### src/rtl/pmdt_pkg.sv
// constants and types for the power-mode direct-transfer controller
// assumes one system clock (the oscillator clock) and a plain register port
package pmdt_pkg;

  // ----------------------------------------------------------------------
  // register port
  // ----------------------------------------------------------------------
  localparam int ADDR_W = 3;
  localparam int DATA_W = 8;
  localparam logic [2:0] ADDR_CTRL = 3'h0;
  localparam logic [2:0] ADDR_IEN2 = 3'h1;
  localparam logic [2:0] ADDR_MODE = 3'h2;
  localparam logic [2:0] ADDR_ISTAT = 3'h3;
  localparam logic [2:0] ADDR_IMASK = 3'h4;

  // control register fields
  localparam int CTRL_STANDBY_SELECT = 0;
  localparam int CTRL_LOW_SPEED_ON = 1;
  localparam int CTRL_MEDIUM_SPEED_ON = 2;
  localparam int CTRL_DIRECT_TRANSFER_ENABLE = 3;
  localparam int CTRL_TIMER_A_CLOCK_SELECT = 4;
  localparam int CTRL_STS_LSB = 5;
  localparam int STS_W = 3;
  localparam logic [7:0] CTRL_RST = 8'h00;
  localparam int IEN2_DT = 0;
  localparam logic IEN2_RST = 1'h0;
  localparam int MODE_BUSY = 3;

  // ----------------------------------------------------------------------
  // interrupt events
  // ----------------------------------------------------------------------
  localparam int EV_W = 4;
  localparam int EV_DT_DONE = 0;
  localparam int EV_LOWPWR = 1;
  localparam int EV_WAKE = 2;
  localparam int EV_IGNORED = 3;
  localparam logic [EV_W-1:0] EV_RST = 4'h0;

  // ----------------------------------------------------------------------
  // timing, in oscillator clocks and in system states
  // ----------------------------------------------------------------------
  localparam int HIGH_DIV = 2;
  localparam int MED_RATIO = 8;
  localparam int MED_DIV = HIGH_DIV * MED_RATIO;
  localparam int SUB_DIV = 16;
  localparam int DIV_W = 5;
  localparam int SLEEP_STATES = 2;
  localparam int INTPROC_STATES = 1;
  localparam int PRE_STATES = SLEEP_STATES + INTPROC_STATES;
  localparam int EXC_STATES = 14;
  localparam int SETTLE_LONG_STATES = 8192;
  localparam int CNT_W = 14;
  localparam logic [CNT_W-1:0] CNT_ZERO = 14'h0000;

  // ----------------------------------------------------------------------
  // modes, clock rates and transfer phases
  // ----------------------------------------------------------------------
  typedef enum logic [2:0] {
    MODE_HIGH = 3'b000,
    MODE_MED = 3'b001,
    MODE_SUB = 3'b010,
    MODE_SLEEP = 3'b011,
    MODE_WATCH = 3'b100,
    MODE_STANDBY = 3'b101,
    MODE_SUBSLEEP = 3'b110
  } pmdt_mode_t;

  typedef enum logic [1:0] {
    RATE_HIGH = 2'b00,
    RATE_MED = 2'b01,
    RATE_SUB = 2'b10
  } pmdt_rate_t;

  typedef enum logic [2:0] {
    PH_RUN = 3'b000,
    PH_PRE = 3'b001,
    PH_SETTLE = 3'b010,
    PH_EXC = 3'b011,
    PH_HALT = 3'b100
  } pmdt_phase_t;

endpackage

### src/rtl/pmdt_tick.sv
// system-state tick generator for the selected cpu clock rate
// assumes clk_in is the undivided oscillator clock
module pmdt_tick
  import pmdt_pkg::*;
(
  // clock and reset
  input wire logic clk_in,
  input wire logic resetn_in,
  // rate select
  input wire pmdt_rate_t rate_in,
  // ticks
  output logic tick_out,
  output logic tone_tick_out
);

  typedef struct packed {
    logic [DIV_W-1:0] cnt;
    pmdt_rate_t rate;
    logic tick;
    logic tone;
  } pmdt_tick_st_t;

  pmdt_tick_st_t s_q, s_d;
  logic [DIV_W-1:0] last;

  always_comb begin
    s_d = s_q;
    unique case (s_q.rate)
      RATE_HIGH: last = DIV_W'(HIGH_DIV - 1);
      RATE_MED: last = DIV_W'(MED_DIV - 1);
      RATE_SUB: last = DIV_W'(SUB_DIV - 1);
      default: last = DIV_W'(HIGH_DIV - 1);
    endcase
    // tone generator stays on the undivided clock in every active rate
    s_d.tone = 1'b1;
    if (rate_in != s_q.rate) begin
      s_d.rate = rate_in;
      s_d.cnt = '0;
      s_d.tick = 1'b0;
    end else if (s_q.cnt == last) begin
      s_d.cnt = '0;
      s_d.tick = 1'b1;
    end else begin
      s_d.cnt = s_q.cnt + DIV_W'(1);
      s_d.tick = 1'b0;
    end
  end

  always_ff @(posedge clk_in or negedge resetn_in) begin
    if (!resetn_in) begin
      s_q <= '{cnt: '0, rate: RATE_HIGH, tick: 1'b0, tone: 1'b0};
    end else begin
      s_q <= s_d;
    end
  end

  assign tick_out = s_q.tick;
  assign tone_tick_out = s_q.tone;

endmodule

### src/rtl/pmdt_irq.sv
// sticky event status, mask and level interrupt
// assumes event pulses and the read-clear strobe are synchronous to clk_in
module pmdt_irq
  import pmdt_pkg::*;
(
  // clock and reset
  input wire logic clk_in,
  input wire logic resetn_in,
  // events and software access
  input wire logic [EV_W-1:0] event_in,
  input wire logic rd_clr_in,
  input wire logic mask_wr_in,
  input wire logic [EV_W-1:0] mask_in,
  // state
  output logic [EV_W-1:0] status_out,
  output logic [EV_W-1:0] mask_out,
  output logic irq_out
);

  typedef struct packed {
    logic [EV_W-1:0] stat;
    logic [EV_W-1:0] mask;
    logic irq;
  } pmdt_irq_st_t;

  pmdt_irq_st_t s_q, s_d;

  always_comb begin
    s_d = s_q;
    // a new event in the clearing read's cycle survives the clear
    s_d.stat = (rd_clr_in ? EV_RST : s_q.stat) | event_in;
    if (mask_wr_in) begin
      s_d.mask = mask_in;
    end
    s_d.irq = |(s_d.stat & s_d.mask);
  end

  always_ff @(posedge clk_in or negedge resetn_in) begin
    if (!resetn_in) begin
      s_q <= '{stat: EV_RST, mask: EV_RST, irq: 1'b0};
    end else begin
      s_q <= s_d;
    end
  end

  assign status_out = s_q.stat;
  assign mask_out = s_q.mask;
  assign irq_out = s_q.irq;

endmodule

### src/rtl/pmdt_ctrl.sv
// power-mode controller with direct transfer among the running modes
// assumes the cpu pulses sleep_in for one cycle per sleep instruction,
// wake_in is an enabled wake interrupt request, imask_in the cpu mask bit
module pmdt_ctrl
  import pmdt_pkg::*;
#(
  parameter int SETTLE_STATES = SETTLE_LONG_STATES
)
(
  // clock and reset
  input wire logic clk_in,
  input wire logic resetn_in,
  // register port
  input wire logic [ADDR_W-1:0] addr_in,
  input wire logic [DATA_W-1:0] wdata_in,
  input wire logic wr_in,
  input wire logic rd_in,
  output logic [DATA_W-1:0] rdata_out,
  // cpu side
  input wire logic sleep_in,
  input wire logic wake_in,
  input wire logic imask_in,
  output logic cpu_clk_en_out,
  output logic dt_exc_start_out,
  // clocking and peripherals
  output logic tone_clk_en_out,
  output logic periph_halt_out,
  output logic timer_a_run_out,
  output logic [2:0] mode_out,
  // interrupt
  output logic irq_out
);

  // ----------------------------------------------------------------------
  // state
  // ----------------------------------------------------------------------
  typedef struct packed {
    logic [7:0] ctrl;
    logic ien2;
    pmdt_mode_t mode;
    pmdt_mode_t target;
    pmdt_mode_t via;
    pmdt_phase_t phase;
    pmdt_rate_t rate;
    logic [CNT_W-1:0] cnt;
    logic dt;
    logic no_wake;
    logic [EV_W-1:0] ev;
    logic [DATA_W-1:0] rdata;
    logic cpu_en;
    logic exc_start;
    logic tone_en;
    logic halt;
    logic tma_run;
  } pmdt_st_t;

  pmdt_st_t s_q, s_d;

  logic tick;
  logic tone_tick;
  logic [EV_W-1:0] ev_stat;
  logic [EV_W-1:0] ev_mask;
  logic irq;
  logic standby_select, low_speed_on, medium_speed_on, direct_transfer_enable, timer_a_clock_select;
  logic [STS_W-1:0] sts;
  logic [CNT_W-1:0] settle_cnt;
  logic is_active, dt_ok;
  pmdt_mode_t dt_target, dt_via, lp_mode, wake_to;
  logic lp_ok, wake_settle;

  assign standby_select = s_q.ctrl[CTRL_STANDBY_SELECT];
  assign low_speed_on = s_q.ctrl[CTRL_LOW_SPEED_ON];
  assign medium_speed_on = s_q.ctrl[CTRL_MEDIUM_SPEED_ON];
  assign direct_transfer_enable = s_q.ctrl[CTRL_DIRECT_TRANSFER_ENABLE];
  assign timer_a_clock_select = s_q.ctrl[CTRL_TIMER_A_CLOCK_SELECT];
  assign sts = s_q.ctrl[CTRL_STS_LSB +: STS_W];
  // each step of the settling select halves the longest wait
  assign settle_cnt = CNT_W'(SETTLE_STATES >> sts);
  assign is_active = (s_q.mode == MODE_HIGH) || (s_q.mode == MODE_MED);

  // cpu clock rate that belongs to a running mode
  function automatic pmdt_rate_t rate_for(pmdt_mode_t m);
    pmdt_rate_t r;
    r = RATE_SUB;
    if (m == MODE_HIGH) begin
      r = RATE_HIGH;
    end else if (m == MODE_MED) begin
      r = RATE_MED;
    end
    return r;
  endfunction

  // ----------------------------------------------------------------------
  // rate ticks and interrupt block
  // ----------------------------------------------------------------------
  pmdt_tick u_tick (
    .clk_in(clk_in),
    .resetn_in(resetn_in),
    .rate_in(s_q.rate),
    .tick_out(tick),
    .tone_tick_out(tone_tick)
  );

  pmdt_irq u_irq (
    .clk_in(clk_in),
    .resetn_in(resetn_in),
    .event_in(s_q.ev),
    .rd_clr_in(rd_in && (addr_in == ADDR_ISTAT)),
    .mask_wr_in(wr_in && (addr_in == ADDR_IMASK)),
    .mask_in(wdata_in[EV_W-1:0]),
    .status_out(ev_stat),
    .mask_out(ev_mask),
    .irq_out(irq)
  );

  // ----------------------------------------------------------------------
  // sleep decode
  // ----------------------------------------------------------------------
  always_comb begin
    dt_ok = 1'b0;
    dt_target = s_q.mode;
    dt_via = MODE_SLEEP;
    // the four transfer combinations, each needing the enable bit
    if (direct_transfer_enable) begin
      if (s_q.mode == MODE_HIGH && !standby_select && !low_speed_on && medium_speed_on) begin
        dt_ok = 1'b1;
        dt_target = MODE_MED;
      end else if (s_q.mode == MODE_MED && !standby_select && !low_speed_on && !medium_speed_on) begin
        dt_ok = 1'b1;
        dt_target = MODE_HIGH;
      end else if (is_active && standby_select && low_speed_on && timer_a_clock_select) begin
        dt_ok = 1'b1;
        dt_target = MODE_SUB;
        dt_via = MODE_WATCH;
      end else if (s_q.mode == MODE_SUB && standby_select && !low_speed_on && timer_a_clock_select) begin
        dt_ok = 1'b1;
        dt_target = medium_speed_on ? MODE_MED : MODE_HIGH;
        dt_via = MODE_WATCH;
      end
    end
    // ordinary entry when no transfer applies
    lp_ok = 1'b1;
    lp_mode = MODE_SLEEP;
    if (is_active && standby_select && timer_a_clock_select) begin
      lp_mode = MODE_WATCH;
    end else if (is_active && standby_select && !low_speed_on) begin
      lp_mode = MODE_STANDBY;
    end else if (is_active && !standby_select && !low_speed_on) begin
      lp_mode = MODE_SLEEP;
    end else if (s_q.mode == MODE_SUB && standby_select && timer_a_clock_select) begin
      lp_mode = MODE_WATCH;
    end else if (s_q.mode == MODE_SUB && !standby_select && low_speed_on && timer_a_clock_select) begin
      lp_mode = MODE_SUBSLEEP;
    end else begin
      lp_ok = 1'b0;
    end
  end

  // ----------------------------------------------------------------------
  // wake decode
  // ----------------------------------------------------------------------
  always_comb begin
    wake_to = medium_speed_on ? MODE_MED : MODE_HIGH;
    wake_settle = 1'b0;
    unique case (s_q.mode)
      MODE_STANDBY: wake_settle = 1'b1;
      MODE_WATCH: begin
        if (low_speed_on) begin
          wake_to = MODE_SUB;
        end else begin
          wake_settle = 1'b1;
        end
      end
      MODE_SUBSLEEP: wake_to = MODE_SUB;
      default: wake_settle = 1'b0;
    endcase
  end

  // ----------------------------------------------------------------------
  // mode sequencer
  // ----------------------------------------------------------------------
  always_comb begin
    s_d = s_q;
    s_d.ev = EV_RST;
    s_d.exc_start = 1'b0;
    unique case (s_q.phase)
      PH_RUN: begin
        if (sleep_in && dt_ok && s_q.ien2 && !imask_in) begin
          // transfer keeps running; count the old-rate states first
          s_d.phase = PH_PRE;
          s_d.target = dt_target;
          // keep the via mode; the control bits may change meanwhile
          s_d.via = dt_via;
          s_d.dt = 1'b1;
          s_d.cnt = CNT_W'(PRE_STATES - 1);
        end else if (sleep_in && dt_ok) begin
          s_d.phase = PH_HALT;
          s_d.mode = dt_via;
          s_d.no_wake = imask_in;
          s_d.ev[EV_LOWPWR] = 1'b1;
        end else if (sleep_in && lp_ok) begin
          s_d.phase = PH_HALT;
          s_d.mode = lp_mode;
          // an ordinary sleep never inherits a masked attempt's lock
          s_d.no_wake = 1'b0;
          s_d.ev[EV_LOWPWR] = 1'b1;
        end else if (sleep_in) begin
          s_d.ev[EV_IGNORED] = 1'b1;
        end
      end
      PH_PRE: begin
        if (tick) begin
          if (s_q.cnt == CNT_ZERO) begin
            s_d.phase = PH_SETTLE;
            s_d.mode = s_q.via;
            s_d.rate = rate_for(s_q.target);
            // only leaving subactive needs the oscillator to settle
            s_d.cnt = (s_q.mode == MODE_SUB) ? settle_cnt : CNT_ZERO;
          end else begin
            s_d.cnt = s_q.cnt - CNT_W'(1);
          end
        end
      end
      PH_SETTLE: begin
        if (tick) begin
          if (s_q.cnt == CNT_ZERO) begin
            s_d.mode = s_q.target;
            if (s_q.dt) begin
              s_d.phase = PH_EXC;
              s_d.cnt = CNT_W'(EXC_STATES - 1);
              s_d.exc_start = 1'b1;
            end else begin
              s_d.phase = PH_RUN;
              s_d.ev[EV_WAKE] = 1'b1;
            end
          end else begin
            s_d.cnt = s_q.cnt - CNT_W'(1);
          end
        end
      end
      PH_EXC: begin
        // the handler already runs at the new rate
        if (tick) begin
          if (s_q.cnt == CNT_ZERO) begin
            s_d.phase = PH_RUN;
            s_d.dt = 1'b0;
            s_d.ev[EV_DT_DONE] = 1'b1;
          end else begin
            s_d.cnt = s_q.cnt - CNT_W'(1);
          end
        end
      end
      PH_HALT: begin
        // a masked transfer attempt leaves only through reset
        if (wake_in && !imask_in && !s_q.no_wake) begin
          s_d.target = wake_to;
          s_d.rate = rate_for(wake_to);
          if (wake_settle) begin
            s_d.phase = PH_SETTLE;
            s_d.cnt = settle_cnt;
          end else begin
            s_d.phase = PH_RUN;
            s_d.mode = wake_to;
            s_d.ev[EV_WAKE] = 1'b1;
          end
        end
      end
      default: s_d.phase = PH_RUN;
    endcase

    // register writes and reads
    if (wr_in && addr_in == ADDR_CTRL) begin
      s_d.ctrl = wdata_in;
    end
    if (wr_in && addr_in == ADDR_IEN2) begin
      s_d.ien2 = wdata_in[IEN2_DT];
    end
    s_d.rdata = '0;
    if (rd_in) begin
      unique case (addr_in)
        ADDR_CTRL: s_d.rdata = s_q.ctrl;
        ADDR_IEN2: s_d.rdata[IEN2_DT] = s_q.ien2;
        ADDR_MODE: begin
          s_d.rdata[2:0] = s_q.mode;
          s_d.rdata[MODE_BUSY] = (s_q.phase != PH_RUN);
        end
        ADDR_ISTAT: s_d.rdata[EV_W-1:0] = ev_stat;
        ADDR_IMASK: s_d.rdata[EV_W-1:0] = ev_mask;
        default: s_d.rdata = '0;
      endcase
    end

    // clock enables and peripheral control
    s_d.cpu_en = tick && (s_q.phase == PH_RUN || s_q.phase == PH_EXC);
    s_d.tone_en = tone_tick && (s_d.mode == MODE_HIGH ||
                                s_d.mode == MODE_MED);
    s_d.halt = (s_d.mode == MODE_WATCH) || (s_d.mode == MODE_STANDBY) ||
               (s_d.mode == MODE_SUBSLEEP);
    s_d.tma_run = (s_d.mode != MODE_STANDBY);
  end

  always_ff @(posedge clk_in or negedge resetn_in) begin
    if (!resetn_in) begin
      s_q <= '{ctrl: CTRL_RST, ien2: IEN2_RST, mode: MODE_HIGH,
               target: MODE_HIGH, via: MODE_SLEEP, phase: PH_RUN,
               rate: RATE_HIGH, cnt: CNT_ZERO, dt: 1'b0, no_wake: 1'b0,
               ev: EV_RST, rdata: '0, cpu_en: 1'b0, exc_start: 1'b0,
               tone_en: 1'b0, halt: 1'b0, tma_run: 1'b1};
    end else begin
      s_q <= s_d;
    end
  end

  // ----------------------------------------------------------------------
  // outputs
  // ----------------------------------------------------------------------
  assign rdata_out = s_q.rdata;
  assign cpu_clk_en_out = s_q.cpu_en;
  assign dt_exc_start_out = s_q.exc_start;
  assign tone_clk_en_out = s_q.tone_en;
  assign periph_halt_out = s_q.halt;
  assign timer_a_run_out = s_q.tma_run;
  assign mode_out = s_q.mode;
  assign irq_out = irq;

endmodule

### config.mk
export PLATFORM = sky130hd
export DESIGN_NAME = pmdt_ctrl
export DESIGN_NICKNAME = d
export VERILOG_FILES = /design/src/rtl/pmdt_pkg.sv /design/src/rtl/pmdt_tick.sv /design/src/rtl/pmdt_irq.sv /design/src/rtl/pmdt_ctrl.sv
export SDC_FILE = /design/constraint.sdc
export NUM_CORES = 1
export LEC_CHECK = 0
export ABC_AREA = 1
export ABC_CLOCK_PERIOD_IN_PS = 2000
export BUFFER_PORTS_ARGS = -buffer_cell sky130_fd_sc_hd__buf_2
export CORE_UTILIZATION = 55
export CTS_CLUSTER_SIZE = 10
export DETAILED_ROUTE_END_ITERATION = 16
export PLACE_DENSITY_LB_ADDON = 0.12
export SLEW_MARGIN = 5
export SYNTH_ARGS = -nofsm -noshare
export SYNTH_HDL_FRONTEND = slang
export SYNTH_SLANG_ARGS = --single-unit
### constraint.sdc
create_clock -name clk_in -period 2 [get_ports clk_in]
set_input_delay 0.2 -clock clk_in [delete_from_list [all_inputs] [get_ports clk_in]]
set_output_delay 0.2 -clock clk_in [all_outputs]
set_load 0.005 [all_outputs]
Yosys cells after proc, flatten, opt, wreduce, memory -nomap -nowiden
Cells that the tools add are included.
{"block": "totals", "input_bits": 18, "reg_bits": 74, "out_inout_bits": 17}
{"block": "op_classes", "add_sub_neg": 2, "n_shift": 1, "muxes": 107, "eq_ne": 36, "n_bitwise": 3, "reduce_logical": 64}
{"cell": "2-to-1 mux 14 bit", "count": 7}
{"cell": "2-to-1 mux 3 bit", "count": 30}
{"cell": "case mux 14 bit (5 select lines)", "count": 1}
{"cell": "2-to-1 mux 1 bit", "count": 38}
{"cell": "2-to-1 mux 19 bit", "count": 2}
{"cell": "logical AND 1 bit", "count": 32}
{"cell": "2-to-1 mux 15 bit", "count": 2}
{"cell": "equality test 3 bit (second input constant)", "count": 8}
{"cell": "case mux 3 bit (4 select lines)", "count": 2}
{"cell": "equality test 3 x 1 -> 1 bit (second input constant)", "count": 6}
{"cell": "logical NOT 3 bit", "count": 6}
{"cell": "2-to-1 mux 4 bit", "count": 4}
{"cell": "equality test 3 x 2 -> 1 bit (second input constant)", "count": 5}
{"cell": "2-to-1 mux 5 bit", "count": 3}
{"cell": "case mux 3 bit (5 select lines)", "count": 1}
{"cell": "logical NOT 14 bit", "count": 1}
{"cell": "2-to-1 mux 2 bit", "count": 7}
{"cell": "!= test 2 bit (second input constant)", "count": 7}
{"cell": "right shift 14 x 3 -> 14 bit (first input constant)", "count": 1}
{"cell": "subtractor 14 x 1 -> 14 bit (second input constant)", "count": 1}
{"cell": "2-to-1 mux 6 bit", "count": 2}
{"cell": "AND reduction 9 bit", "count": 1}
{"cell": "2-to-1 mux 8 bit", "count": 1}
{"cell": "case mux 2 bit (2 select lines)", "count": 2}
{"cell": "other kinds (25)", "count": 43}

Logic depth before layout (Yosys ltp)
{"block": "logic_depth", "word_depth": 17, "mapped_depth": 13}

Modules after synthesis
From an unflattened synthesis, not the netlist that was laid out.
{"block": "hier_totals", "cells_unflattened": 546, "hier_area_um2": 4186.5}
{"mod": "pmdt_ctrl", "area_per_inst_um2": 3382.0, "instances": 1, "cells_each": 450}
{"mod": "pmdt_tick", "area_per_inst_um2": 437.9, "instances": 1, "cells_each": 52}
{"mod": "pmdt_irq", "area_per_inst_um2": 366.6, "instances": 1, "cells_each": 44}

Worst setup path before layout
Ideal clock, no wire load.
{"block": "synth_timing", "path_kind": "flip-flop to flip-flop", "start": "register s_q[20] in the netlist's numbering", "end": "register s_q[31] in the netlist's numbering", "setup_time_ns": 0.120, "stages_incl_launch_ff": 13, "slack_ns": 0.279, "arrival_time_ns": 1.601, "synth_period_minus_slack_ns": 1.721, "cell_sequence": "dfrtp_1 -> inv_1 -> ha_1 -> nand2_2 -> nor3_4 -> nand3_2 -> a21oi_1 -> nor2_1 -> nand2_4 -> inv_4 -> buf_8 -> nand2_2 -> o21ai_2"}
{"block": "synth_between", "elab_chain_cells": 4}
{"item": "start: declaration", "line": "pmdt_ctrl.sv:57", "source": "pmdt_st_t s_q, s_d;"}
{"item": "start signal: assignment", "line": "pmdt_ctrl.sv:304", "source": "s_q <= '{ctrl: CTRL_RST, ien2: IEN2_RST, mode: MODE_HIGH,"}
{"item": "subtractor 14 x 1 -> 14 bit or logical NOT 14 bit (tied branches)"}
{"item": "2-to-1 mux 14 bit (on tied branches)", "line": "pmdt_ctrl.sv:244, pmdt_ctrl.sv:213, pmdt_ctrl.sv:226"}
{"item": "2-to-1 mux 15 bit, or another cell as far along", "line": "pmdt_ctrl.sv:243", "source": "if (tick) begin"}
{"item": "case mux 14 bit (5 select lines)", "line": "pmdt_ctrl.sv:186", "source": "unique case (s_q.phase)"}
Several ways; a longest one is shown, not always the timed one. The select of a mux whose other input is x is not followed.
A chain may end at the register's enable or synchronous reset.

Worst setup path in the final report
{"block": "layout_timing", "start": "register s_q[19] in the netlist's numbering", "end": "register s_q[29] in the netlist's numbering"}
The elaborated chain is that of the path after synthesis.

==> impl_metrics.yaml <==
cts:
  clk_pin_slew_worst_paths_ps: 80
  cts_max_level: 3
  cts_tree: "yes"
  clock_latency_ps: 360
  cts_buffers: 9
  clock_sinks: 73
  cts_buffer_depth: 2
  root_buffer: "clkbuf_8"
placement:
  dp_slack_ps: 25.7
  place_hpwl_mm: 6.93
  place_congestion: 0.925
  io_buffers: 34
setup_path:
  crit_arrival_ps: 2190
  crit_path_max_incr_delay_ps: 400
  timing_worst_setup_path_type: "flop to flop"
  reg2reg_from: "s_q[19]"
  required_ps: 2290
  cp_max_fo: 10
  worstSetupStartpointType: "flop"
  r2r_setup_slack_ps: 100
  crit_path_top_delay_cell: "dfrtp_1"
  worst-path-buf-inv: 2
  crit_top_cell: "nand2_4"
  reg2reg_to: "s_q[29]"
  path_cells: "inv_2, ha_4, nand2_4, nor3_4, nand3_4, a21oi_1, nor2_1, nand2_4, buf_4, nand2_1, o21ai_1"
  cp-end-kind: "flop"
  cpLargestDelayFamily: "simple AND/OR/NAND/NOR gates"
  ff2ff_path_depth: 11
sta:
  hold_viol_final: 0
  skew_ps: 8.12
  whs_ps: 67.4
  worst_slack_ps: 104
  drv_slew: 0
  timing.fmax_mhz: 528
  min_period_ps: 1900
  setup_viol: 0
  fin_crit_sh: 0.948
yosys:
  async_flop_share: 1.00
  netlist.area_leader.share: 0.433
  synth-seq-cells: 73
  synth_area_mm2: 0.00411
  syn-num-nets: 533
  synth_edf_count: 0
  synth_top_cell_by_area: "dfrtp_1"
  synth.distinct_cells: 51
  yosysWarnings: 0
  seq_area_frac_synth: 0.446
  syn_inst: 513
  synth_flop_cell: "dfrtp_1"
  yosys-top-cells-area: "dfrtp_1, nand2_1, inv_1, nor2_1, o21ai_0"
  avgSynthCellArea_um2: 8.00
run_status:
  outcome: "finished clean"
drt:
  drt-initial-drc-count: 242
  wl_mm: 9.53
  routedLengthMet1_mm: 4.34
  ant_nets: 0
  vias: 3552
  via_per_inst: 5.27
  drc_errors: 0
  first_pass_iters: 5
  highest_layer: "met4"
  wl_met2_mm: 4.47
  wire_per_inst_um: 14.1
  dr_wl_met3_um: 397
final_layout:
  final_util: 0.660
  area_growth_pct: 15.9
  diodes: 0
  seq_area_mm2: 0.00183
  layout-drive-gt1-share: 0.242
  multiInputGateArea_mm2: 0.00190
  nFillCells: 620
  nets: 590
run:
  maxCapViolCount: 0
die:
  num_rows: 31
  coreArea_mm2: 0.00721
  dieArea_mm2: 0.00781
  initial_core_util: 0.569
  fp.dieH_um: 88.4
  die_x_um: 88.4
  io_pins: 35
grt:
  antenna_found_initial: 0
  grt_overflow: 0
  grt_max_degree: 43
  grt_use_total: 0.266
  grt_pass1_vias: 3418
  grt_first_pass_wirelength_mm: 15.7
power_and_ir_drop:
  power_mw: 3.13
  p_clk_frac: 0.412
  power_frac_seq: 0.514
  swShare: 0.257
  p_leak_nw: 2.38
  p_sw_mw: 0.804
  combPwrFrac: 0.074
  power.density_mw_per_mm2: 658
  ir_drop_mv: 0.589
  p_int_mw: 2.33
worst_hold_path:
  worstHoldStart: "wdata_in[4]"
  hold_end: "s_q[52]"
  holdCritPathClass: "primary input to flop"
  hold_depth: 2
[per-layer routing]
metal | vias up | track usage
met5 | - | 0
met4 | 0 | 0.136
met3 | 28 | 0.0448
met2 | 90 | 0.416
met1 | 1660 | 0.356
li1 | 1774 | -
[how the worst max path moves through the flow]
stage | start | end | slack [ps] | cells past startpoint
3_3_place_gp | s_q[20] | s_q[30] | 90 | 11
6_report | s_q[19] | s_q[29] | 100 | 11
5_1_grt | mode_out[2] | periph_halt_out | -20 | 12
3_5_place_dp | s_q[19] | s_q[32] | 30 | 11
4_1_cts | s_q[19] | s_q[32] | 10 | 11
2_1_floorplan | s_q[20] | s_q[31] | 280 | 12
[placed cells by master, fill, tap and decap left out, types with 2 or more instances in the layout]
cell        instances
a21oi_1            13
a21oi_2             4
a221oi_1            4
buf_2              33
buf_4              30
bufinv_16           2
clkbuf_8            9
clkinv_2            2
clkinvlp_4          2
dfrtp_1            68
dfrtp_2             3
dfstp_2             2
inv_1              58
inv_2              11
inv_6               2
nand2_1           117
nand2_2             5
nand2_4             3
nand3_1            23
nand3_2             2
nand3_4             3
nand3b_1            2
nand4_1             7
nand4_2             2
nor2_1             45
nor2_2             10
nor2_4              3
nor3_1             13
o211ai_1            2
o21ai_0            33
o21ai_1            10
o21ai_2             4
o21bai_1            4
o22ai_1             7
o31ai_1             2
xnor2_1             8
xor2_1              7
[what timing repair did]
item	CTS	global route
setup endpoints to repair	0	18
gates resized for setup	0	16
endpoints found under the hold margin	31	0
hold buffers	1	0
setup buffers	0	12
[cells by family after synthesis]
family                   Yosys count  share of synthesized area
AO/OA/AOI/OAI                     90                      0.133
XOR/XNOR                          15                     0.0320
adder cells (fa/ha/maj)            2                    0.00609
buffers and inverters             89                      0.101
flip-flops                        73                      0.446
multiplexers                       1                    0.00274
other                              1                   0.000913
AND/OR/NAND/NOR                  242                      0.279
[power by group through the flow]
| stage | clock network, mW | logic, mW | registers (mW) |
|---|---|---|---|
| 5_1_grt | 1.37 | 0.270 | 1.62 |
| 6_report | 1.29 | 0.232 | 1.61 |
| 4_1_cts | 1.31 | 0.234 | 1.61 |
| 3_3_place_gp | 0 | 0.228 | 1.63 |
| 3_5_place_dp | 0 | 0.232 | 1.63 |
| 2_1_floorplan | 0 | 0.147 | 1.61 |
[worst reg2reg max path, stage by stage (launching register included)]
cell and delay [ps]:
dfrtp_1 400, inv_2 90, ha_4 160, nand2_4 90, nor3_4 260, nand3_4 130, a21oi_1 170, nor2_1 100
nand2_4 150, buf_4 170, nand2_1 50, o21ai_1 60
[per-stage QoR]
step	setup TNS (ps)	instances	cell area, µm²
floorplan	0	513	4110
global placement	0	645	4400
detailed placement	0	645	4400
CTS	0	662	4630
global route	-21.8	674	4760
finish	0	674	4760
[Yosys cell counts (all sizes together) (4+ instances only)]
library cell    n
nand4           9
o22ai           7
buf            16
nand2         125
o21bai          4
a21oi          17
o21ai          47
dfrtp          71
xnor2           8
inv            70
nor3           15
nor2           58
a221oi          4
nand3          28
xor2            7
[flip-flops by register name (all words and copies together), names as in the netlist, 3 cells and up]
| register | count |
|---|---|
| mode_out | 3 |
| u_tick.s_q | 7 |
| s_q | 36 |
| u_irq.mask_out | 4 |
| u_irq.status_out | 4 |
| rdata_out | 8 |
[final cells by class]
type,count,share of cell area
Tap cell,99,0.0260
Inverter,70,0.0563
Sequential cell,73,0.385
Timing Repair Buffer,65,0.0883
Clock inverter,7,0.0197
Multi-Input combinational cell,351,0.399
Clock buffer,9,0.0260
Note: power is estimated with default switching activity, not from simulation.
